===== src/verilog/rsmc_defs.svh =====
// rsmc_defs.svh: offsets, field positions, codes, widths and timing counts of the strap block
`ifndef RSMC_DEFS_SVH
`define RSMC_DEFS_SVH

// ----------------------------------------------------------------------------
// clock and timing
// ----------------------------------------------------------------------------
`define RSMC_CLK_PERIOD_NS 40
`define RSMC_T_PARTIAL_NS 100
`define RSMC_T_FULL_NS 1200
`define RSMC_T_CONV_NS 800
// least times: round up to whole cycles
`define RSMC_PARTIAL_CYC ((`RSMC_T_PARTIAL_NS + `RSMC_CLK_PERIOD_NS - 1) / `RSMC_CLK_PERIOD_NS)
`define RSMC_FULL_CYC ((`RSMC_T_FULL_NS + `RSMC_CLK_PERIOD_NS - 1) / `RSMC_CLK_PERIOD_NS)
`define RSMC_CONV_CYC ((`RSMC_T_CONV_NS + `RSMC_CLK_PERIOD_NS - 1) / `RSMC_CLK_PERIOD_NS)

// ----------------------------------------------------------------------------
// register map (byte addresses)
// ----------------------------------------------------------------------------
`define RSMC_ADR_CFG 8'h00
`define RSMC_ADR_STRAP 8'h04
`define RSMC_ADR_STATUS 8'h08
`define RSMC_ADR_RESULT 8'h0c
`define RSMC_CFG_BURST_BIT 0
`define RSMC_CFG_LAST_LSB 4
`define RSMC_CFG_LAST_MSB 6

// ----------------------------------------------------------------------------
// codes and widths
// ----------------------------------------------------------------------------
`define RSMC_RANGE_SW 2'h0
`define RSMC_RESULT_W 16
`define RSMC_CNT_W 16

`endif


===== src/verilog/rsmc_pkg.sv =====
// rsmc_pkg.sv: types of the reset, strap and mode control block
package rsmc_pkg;

    // ------------------------------------------------------------------------
    // enumerations
    // ------------------------------------------------------------------------
    // interface family as latched from the straps
    typedef enum logic [1:0] {
        RSMC_IF_PAR = 2'h0,
        RSMC_IF_BYTE = 2'h1,
        RSMC_IF_SER = 2'h3
    } rsmc_iface_e;

    // reset pin meter: running or pin held low
    typedef enum logic {
        RSMC_MT_RUN = 1'h0,
        RSMC_MT_LOW = 1'h1
    } rsmc_meter_e;

    // ------------------------------------------------------------------------
    // state records
    // ------------------------------------------------------------------------
    typedef struct packed {
        rsmc_meter_e st;
        logic [15:0] cnt;
        logic inr;
        logic rel;
        logic part;
        logic full;
    } rsmc_meter_s;

    typedef struct packed {
        logic busy;
        logic [15:0] cnt;
        logic conv_prev;
        logic reference_source_strap;
        logic refbuf;
        logic [1:0] range;
        logic hw;
        logic seq_on;
        rsmc_iface_e iface;
        logic burst;
        logic [2:0] seq_last;
        logic [2:0] seq_chan;
        logic [3:0] prog_nib;
        logic [15:0] res_a;
        logic [15:0] res_b;
        logic invalid;
        logic last_full;
        logic ack;
        logic [31:0] rdat;
        logic oe;
        logic [3:0] dout;
    } rsmc_top_s;

endpackage : rsmc_pkg


===== src/verilog/rsmc_rst_meter.sv =====
// rsmc_rst_meter.sv: measures the low time of the device reset pin and names the reset kind
`include "rsmc_defs.svh"

module rsmc_rst_meter
    import rsmc_pkg::*;
#(
    parameter int unsigned PARTIAL_CYC = `RSMC_PARTIAL_CYC,
    parameter int unsigned FULL_CYC = `RSMC_FULL_CYC
) (
    input wire logic clk_i,
    input wire logic rst_i,
    input wire logic dev_reset_n_i,
    output logic in_reset_o,
    output logic release_o,
    output logic partial_o,
    output logic full_o
);

    // thresholds at counter width
    localparam logic [15:0] PART_C = 16'(PARTIAL_CYC);
    localparam logic [15:0] FULL_C = 16'(FULL_CYC);

    rsmc_meter_s q; // registered state
    rsmc_meter_s d; // next state

    // ------------------------------------------------------------------------
    // next state
    // ------------------------------------------------------------------------
    always_comb begin
        d = q;
        d.rel = 1'b0;
        d.part = 1'b0;
        d.full = 1'b0;
        unique case (q.st)
            RSMC_MT_RUN: begin
                // any low sample enters reset at the next clock edge, busy or not
                if (!dev_reset_n_i) begin
                    d.st = RSMC_MT_LOW;
                    d.cnt = 16'h0001;
                    d.inr = 1'b1;
                end
            end
            RSMC_MT_LOW: begin
                if (dev_reset_n_i) begin
                    // pulse length decides the kind; short glitches name none
                    d.st = RSMC_MT_RUN;
                    d.inr = 1'b0;
                    d.rel = (q.cnt >= PART_C);
                    d.full = (q.cnt >= FULL_C);
                    d.part = (q.cnt >= PART_C) && (q.cnt < FULL_C);
                end else if (q.cnt < FULL_C) begin
                    // saturate: anything longer is still a full reset
                    d.cnt = q.cnt + 16'h0001;
                end
            end
        endcase
    end

    // ------------------------------------------------------------------------
    // state register
    // ------------------------------------------------------------------------
    always_ff @(posedge clk_i) begin
        if (rst_i) begin
            q <= '0;
        end else begin
            q <= d;
        end
    end

    assign in_reset_o = q.inr;
    assign release_o = q.rel;
    assign partial_o = q.part;
    assign full_o = q.full;
endmodule : rsmc_rst_meter


===== src/verilog/rsmc_top.sv =====
// rsmc_top.sv: reset decode, strap latching, mode and pin role control with a wishbone slave
//
// Implementation choices: the register addresses and register access over Wishbone.
`include "rsmc_defs.svh"

// Contract
// reference strap caught at reset rise only
// strap high: band-gap on; low: external
// reference buffer always enabled
// reset pin low, asynchronous, forces reset; code samples it on the clock, one cycle late
// low pulse length selects partial or full
// thresholds are parameters; long pulse is full
// partial reset keeps programmed and latched values
// full reset restores defaults, relatches straps
// reset during conversion aborts, result invalid
// reset during read clears output data
// host resets after power-up and shutdown
// host waits after reset before conversion start
// hardware sequencer enabled by strap, steps
// range strap 00 software, else hardware range
// family strap: low parallel, high serial/byte
// byte/serial strap latched: high byte, low serial
// software parallel/byte: low pins bidirectional
// hardware parallel/byte: low pins output only
// serial mode: host grounds low pins
// results are 16-bit twos complement codes
module rsmc_top
    import rsmc_pkg::*;
#(
    parameter int unsigned PARTIAL_CYC = `RSMC_PARTIAL_CYC,
    parameter int unsigned FULL_CYC = `RSMC_FULL_CYC,
    parameter int unsigned CONV_CYC = `RSMC_CONV_CYC
) (
    input wire logic clk_i,
    input wire logic rst_i,
    // wishbone classic slave
    input wire logic wb_cyc_i,
    input wire logic wb_stb_i,
    input wire logic wb_we_i,
    input wire logic [7:0] wb_adr_i,
    input wire logic [3:0] wb_sel_i,
    input wire logic [31:0] wb_dat_i,
    output logic wb_ack_o,
    output logic [31:0] wb_dat_o,
    // host side pins
    input wire logic dev_reset_n_i,
    input wire logic conversion_start_pin_i,
    input wire logic reference_source_strap_i,
    input wire logic sequencer_enable_strap_i,
    input wire logic [1:0] range_mode_strap_i,
    input wire logic interface_family_strap_i,
    input wire logic byte_serial_select_strap_i,
    input wire logic host_read_i,
    input wire logic host_write_i,
    input wire logic [3:0] low_data_pins_i,
    output logic [3:0] low_data_pins_o,
    output logic low_data_pins_oe_o,
    // converter core side
    input wire logic [15:0] adc_result_a_i,
    input wire logic [15:0] adc_result_b_i,
    output logic bandgap_en_o,
    output logic ref_buffer_en_o,
    output logic hw_mode_o,
    output logic [1:0] range_mode_o,
    output logic [1:0] interface_mode_o,
    output logic sequencer_on_o,
    output logic [2:0] seq_channel_o,
    output logic conv_busy_o,
    output logic result_invalid_o,
    output logic device_in_reset_o
);

    // ------------------------------------------------------------------------
    // constants and helpers
    // ------------------------------------------------------------------------
    localparam logic [15:0] CONV_LAST = 16'(CONV_CYC - 1); // last busy count

    // next sequencer channel, wrapping after the programmed last one
    function automatic logic [2:0] next_chan(input logic [2:0] chan, input logic [2:0] last);
        next_chan = (chan >= last) ? 3'h0 : chan + 3'h1;
    endfunction : next_chan

    rsmc_top_s q; // registered state
    rsmc_top_s d; // next state

    logic inr_w; // reset pin held low, one cycle late
    logic rel_w; // pulse: qualified reset released
    logic part_w; // pulse: partial reset released
    logic full_w; // pulse: full reset released
    logic req_w; // wishbone cycle in progress
    logic start_w; // rising edge of conversion start
    logic done_w; // last cycle of a conversion
    logic [2:0] chan_n; // channel after this conversion

    // ------------------------------------------------------------------------
    // reset pin meter
    // ------------------------------------------------------------------------
    rsmc_rst_meter #(
        .PARTIAL_CYC(PARTIAL_CYC),
        .FULL_CYC(FULL_CYC)
    ) u_meter (
        .clk_i(clk_i),
        .rst_i(rst_i),
        .dev_reset_n_i(dev_reset_n_i),
        .in_reset_o(inr_w),
        .release_o(rel_w),
        .partial_o(part_w),
        .full_o(full_w)
    );

    assign req_w = wb_cyc_i && wb_stb_i;
    // inputs are synchronous, so a single previous sample is enough
    assign start_w = conversion_start_pin_i && !q.conv_prev;
    assign done_w = q.busy && (q.cnt == CONV_LAST);
    assign chan_n = next_chan(q.seq_chan, q.seq_last);

    // ------------------------------------------------------------------------
    // next state
    // ------------------------------------------------------------------------
    always_comb begin
        d = q;
        d.ack = 1'b0;
        d.conv_prev = conversion_start_pin_i;
        d.refbuf = 1'b1; // buffer stays on in both reference modes; see

        // wishbone: answer one cycle after the request, drop ack after that
        if (req_w && !q.ack) begin
            d.ack = 1'b1;
            unique case (wb_adr_i)
                `RSMC_ADR_CFG: begin
                    d.rdat = {25'h0, q.seq_last, 3'h0, q.burst};
                end
                `RSMC_ADR_STRAP: begin
                    d.rdat = {25'h0, q.iface, q.seq_on, q.hw, q.range, q.reference_source_strap};
                end
                `RSMC_ADR_STATUS: begin
                    d.rdat = {20'h0, q.last_full, q.invalid, q.busy, inr_w,
                              1'h0, q.seq_chan, q.prog_nib};
                end
                `RSMC_ADR_RESULT: begin
                    d.rdat = {q.res_b, q.res_a}; // twos complement codes; see
                end
                default: begin
                    d.rdat = 32'h0; // unmapped reads as zero, still acked
                end
            endcase
        end
        // writes land on the edge where the master sees ack
        if (req_w && q.ack && wb_we_i && wb_adr_i == `RSMC_ADR_CFG && wb_sel_i[0]) begin
            d.burst = wb_dat_i[`RSMC_CFG_BURST_BIT];
            d.seq_last = wb_dat_i[`RSMC_CFG_LAST_MSB:`RSMC_CFG_LAST_LSB];
        end

        // reference strap is caught on every qualified release
        if (rel_w) begin
            d.reference_source_strap = reference_source_strap_i;
        end

        // partial reset: reinit internal state only; config kept
        if (part_w) begin
            d.seq_chan = 3'h0;
            d.last_full = 1'b0;
        end

        // full reset: defaults back, every strap caught again
        if (full_w) begin
            d.burst = 1'b0;
            d.seq_last = 3'h0;
            d.seq_chan = 3'h0;
            d.prog_nib = 4'h0;
            d.last_full = 1'b1;
            d.range = range_mode_strap_i;
            d.hw = (range_mode_strap_i != `RSMC_RANGE_SW);
            // sequencer only exists in hardware mode
            d.seq_on = sequencer_enable_strap_i && d.hw;
            if (!interface_family_strap_i) begin
                d.iface = RSMC_IF_PAR;
            end else if (byte_serial_select_strap_i) begin
                d.iface = RSMC_IF_BYTE;
            end else begin
                d.iface = RSMC_IF_SER;
            end
        end

        // conversion tracking
        if (inr_w) begin
            // reset wins over everything the converter was doing
            if (q.busy) begin
                d.busy = 1'b0;
                d.invalid = 1'b1;
            end
            if (host_read_i) begin
                d.res_a = 16'h0;
                d.res_b = 16'h0;
            end
        end else if (q.busy) begin
            if (done_w) begin
                d.res_a = adc_result_a_i;
                d.res_b = adc_result_b_i;
                d.invalid = 1'b0;
                d.busy = 1'b0;
                if (q.seq_on) begin
                    d.seq_chan = chan_n;
                    // burst runs the rest of the sequence from one start, up to the wrap to 0
                    if (q.burst && chan_n != 3'h0) begin
                        d.busy = 1'b1;
                        d.cnt = 16'h0;
                    end
                end
            end else begin
                d.cnt = q.cnt + 16'h0001;
            end
        end else if (start_w) begin
            // a start too soon after reset is taken; the host owns that gap
            d.busy = 1'b1;
            d.cnt = 16'h0;
        end

        // low data pins: device drives only reads, never in serial mode
        d.oe = host_read_i && !inr_w && q.iface != RSMC_IF_SER;
        d.dout = q.res_a[3:0];
        // programming writes only in software parallel or byte mode
        if (host_write_i && !inr_w && !q.hw && q.iface != RSMC_IF_SER) begin
            d.prog_nib = low_data_pins_i;
        end
    end

    // ------------------------------------------------------------------------
    // state register
    // ------------------------------------------------------------------------
    always_ff @(posedge clk_i) begin
        if (rst_i) begin
            q <= '0;
            q.refbuf <= 1'b1;
        end else begin
            q <= d;
        end
    end

    // ------------------------------------------------------------------------
    // outputs, each from a flop
    // ------------------------------------------------------------------------
    assign wb_ack_o = q.ack;
    assign wb_dat_o = q.rdat;
    assign low_data_pins_o = q.dout;
    assign low_data_pins_oe_o = q.oe;
    assign bandgap_en_o = q.reference_source_strap; // high strap powers the band-gap; see
    assign ref_buffer_en_o = q.refbuf;
    assign hw_mode_o = q.hw;
    assign range_mode_o = q.range;
    assign interface_mode_o = q.iface;
    assign sequencer_on_o = q.seq_on;
    assign seq_channel_o = q.seq_chan;
    assign conv_busy_o = q.busy;
    assign result_invalid_o = q.invalid;
    assign device_in_reset_o = inr_w;
endmodule : rsmc_top


===== config.mk =====
export PLATFORM = sky130hd
export DESIGN_NAME = rsmc_top
export DESIGN_NICKNAME = d
export VERILOG_FILES = /design/src/verilog/rsmc_pkg.sv /design/src/verilog/rsmc_rst_meter.sv /design/src/verilog/rsmc_top.sv
export VERILOG_INCLUDE_DIRS = /design/src /design/src/verilog
export SDC_FILE = /design/constraint.sdc
export NUM_CORES = 1
export LEC_CHECK = 0
export ABC_AREA = 1
export BUFFER_PORTS_ARGS = -buffer_cell sky130_fd_sc_hd__buf_2
export CAP_MARGIN = 40
export CORE_ASPECT_RATIO = 0.8
export CORE_MARGIN = 2
export CORE_UTILIZATION = 25
export DETAILED_ROUTE_END_ITERATION = 16
export RECOVER_POWER = 50
export SLEW_MARGIN = 20
export SYNTH_ARGS = -nofsm -noshare
export SYNTH_HDL_FRONTEND = slang
export SYNTH_SLANG_ARGS = --single-unit

===== constraint.sdc =====
create_clock -name clk_i -period 2.5 [get_ports clk_i]
set_input_delay 0.375 -clock clk_i [delete_from_list [all_inputs] [get_ports clk_i]]
set_output_delay 0.375 -clock clk_i [all_outputs]
set_load 0.05 [all_outputs]

==> summary.txt <==
drt via density - 4.37
largest net degree at the start of global routing - 42
Mean Syn Cell Area - 7.11 um^2
largest cells by area after synthesis - dfxtp_1, nand2_1, nand3_1
most common cell after layout, fill and taps aside - nand2_1
clk slew on worst S/H paths - 70 ps
Leak Pwr - 2.79 nW
CTS tree - yes
Critical Path RT - 2750 ps
synthesized area - 5930 um^2
cell taking the most area after synthesis - dfxtp_1
vias in the first global route - 5,004
Net Count, Synth - 939
CP most frequent cell - nand2_1
IO Pins - 147
Sink Count - 129
post-synthesis register bit count - 129
fraction of layout cells with a size suffix above 1 - 13.8%
clk_skew - 11.6 ps
final wirelength - 16,300 um
crit path cell chain - ha_1, a21oi_1, nand3_1, nand2_1, nand2_1, nand2_2, nand2_1, nand2_1, a21oi_1
die area - 25,000 um^2
synth unique cells - 35
CTS hold repair buffers - 0
commonest non-fill, non-tap cells in the layout - nand2_1, dfxtp_1, nor2_1, nand3_1, a21oi_1
CTS Buf Count - 17
Bufs on Longest Clock Path - 2
Remaining DRCs - 0
Initial Utilization - 25.4%
Slew @ Worst Pin - 945 ps
CTS resizes - 0
Core ar. - 23,300 um^2
wire per inst - 13.3 um
Hold Fails Final Rpt - 0
RSZ-0062 raised after global routing - no
Worst-Skew Late Latency - 420 ps
Post-Synthesis Cells - 833
CP arrival - 2350 ps
setup bufs post-CTS - 0
Root Buffer Master - clkbuf_16
initial antenna violation count - 0
worst slack, placed - 456 ps
1st-iter DRT viols - 408
Slew Viols, Final - 0
Area Growth Syn to Fin - 18.6%
Critical-path top delay cell - dfxtp_1
Core Util, Final - 30.1%
routability cong. - 0.782
# fillers - 2,561
Max-Cap Viols - 0
Total Routing Usage GR - 13.3%
Final ANT Viol Nets - 0
fin nets - 1,008
Syn. warnings - 0
Crit Path Category - register to register
worst hold path type - primary input to register
final setup vio count - 0
hpwl dp - 11,900 um
die width - 176 um
Congestion Overflow GR - 0
Port Buf Inserts - 114
r2r setup slk - 400 ps
sequential fraction of the synthesis area - 43.6%
Worst Path Max Fanout - 18
via count - 5,357
Antenna Cells - 0
Die Ht - 142 um
final setup margin - 401 ps
run status - completed
H-Tree Depth - 4
critical path's largest stage delay - 420 ps
top cell type's share of synthesized area - 43.6%
row cnt - 50
VDD IR max - 0.353 mV
Achievable Freq - 0.476 GHz
relative max-transition margin - 37.0%
crit end category - register
first drt pass iteration count - 7
Pwr per Cell Area - 710 nW/um^2
hold_ws - 148 ps
fin crit share - 84.0%
final setup TNS - 0 ps
first-pass GRT wire length - 26,000 um
Startpoint Class - register
min Tclk post-route - 2100 ps
-- through the flow --
| step | power (mW) | std cells | instance area, um^2 |
|---|---|---|---|
| detailed placement | 2.52 | 1195 | 6500 |
| floorplan | 2.39 | 833 | 5930 |
| CTS | 5.06 | 1227 | 7100 |
| global route | 5.18 | 1227 | 7030 |
| global placement | 2.52 | 1195 | 6500 |
| finish | 4.99 | 1227 | 7030 |
-- synth_stat cells --
library cell  count
a31o_2            1
or2_2             2
or2_0             1
and3_1            1
nand4_1          11
nand2_4           2
nor4_1            1
inv_1            58
a21oi_1          78
nand3b_1          1
nor2_2            3
buf_2            11
o31ai_1           1
nand2_1         217
clkbuf_1         18
nand3_1          82
buf_6             1
and2_1            1
nor3_1            8
nor3_2            1
nor2_8            1
o21ai_0          47
ha_1             11
o21bai_1          1
buf_1             1
xor2_1            4
dfxtp_1         129
nand2_2           3
conb_1            1
nor2_1           82
buf_4            45
o22ai_1           2
inv_2             5
o211ai_1          1
o32ai_1           1
-- metal layers --
layer	vias to the layer above	part of all wire (%)	global-route usage (%)	routed length, um
met3	7	4.8	3.14	779
met4	0	0.62	3.26	102
met1	2426	50	18.2	8170
met2	122	45	21.3	7280
li1	2802	-	-	-
met5	-	0	0	0
-- worst paths after layout --
check	start	to	depth (start not counted)
worst max-delay path	seq_channel_o[2]$_SDFF_PP0_	q[99]$_SDFFE_PP0P_	9
worst min-delay path	byte_serial_select_strap_i	interface_mode_o[1]$_SDFFE_PP0P_	2
worst max register to register	seq_channel_o[2]$_SDFF_PP0_	q[99]$_SDFFE_PP0P_	9
worst min register to register	u_meter.release_o$_SDFF_PP0_	bandgap_en_o$_SDFFE_PP0P_	1
-- flip-flops by register name (all words and copies together) (netlist names), 2 cells and up --
signal and cells:
q 54, wb_dat_o 32, u_meter.q 17, d 4
low_data_pins_o 4, seq_channel_o 3, interface_mode_o 2, range_mode_o 2
-- worst max-delay path: cells and delay by family, from the launching register on --
family | cells | cell delay [ps]
compound gates | 2 | 290
fa+ha+maj | 1 | 270
flops | 1 | 420
simple gates | 6 | 960
-- where the power goes --
group          internal [mW]  total, mW  switching [mW]
combinational          0.110      0.348           0.238
clock                   1.51       2.52            1.01
sequential              2.09       2.13          0.0365
-- cell type report --
class / instances / area, um^2 / area share [%]
well taps: 312 / 390 / 5.55
flip-flops and latches: 129 / 2580 / 36.7
multi-input cells: 565 / 2630 / 37.4
repair buffers: 126 / 597 / 8.49
inverters: 63 / 236 / 3.36
clock inverters: 14 / 169 / 2.40
clock buffers: 18 / 429 / 6.10
-- logic make-up after synthesis --
logic type,share of synthesized area (%)
DFF,43.6
buffers and inverters,12.0
xor gates and xnor gates,0.591
other,0.0633
AOI/OAI and AO/OA,11.4
and+or+nand+nor,30.0
adders and majority gates,2.32
(Power assumes the default switching activity.)
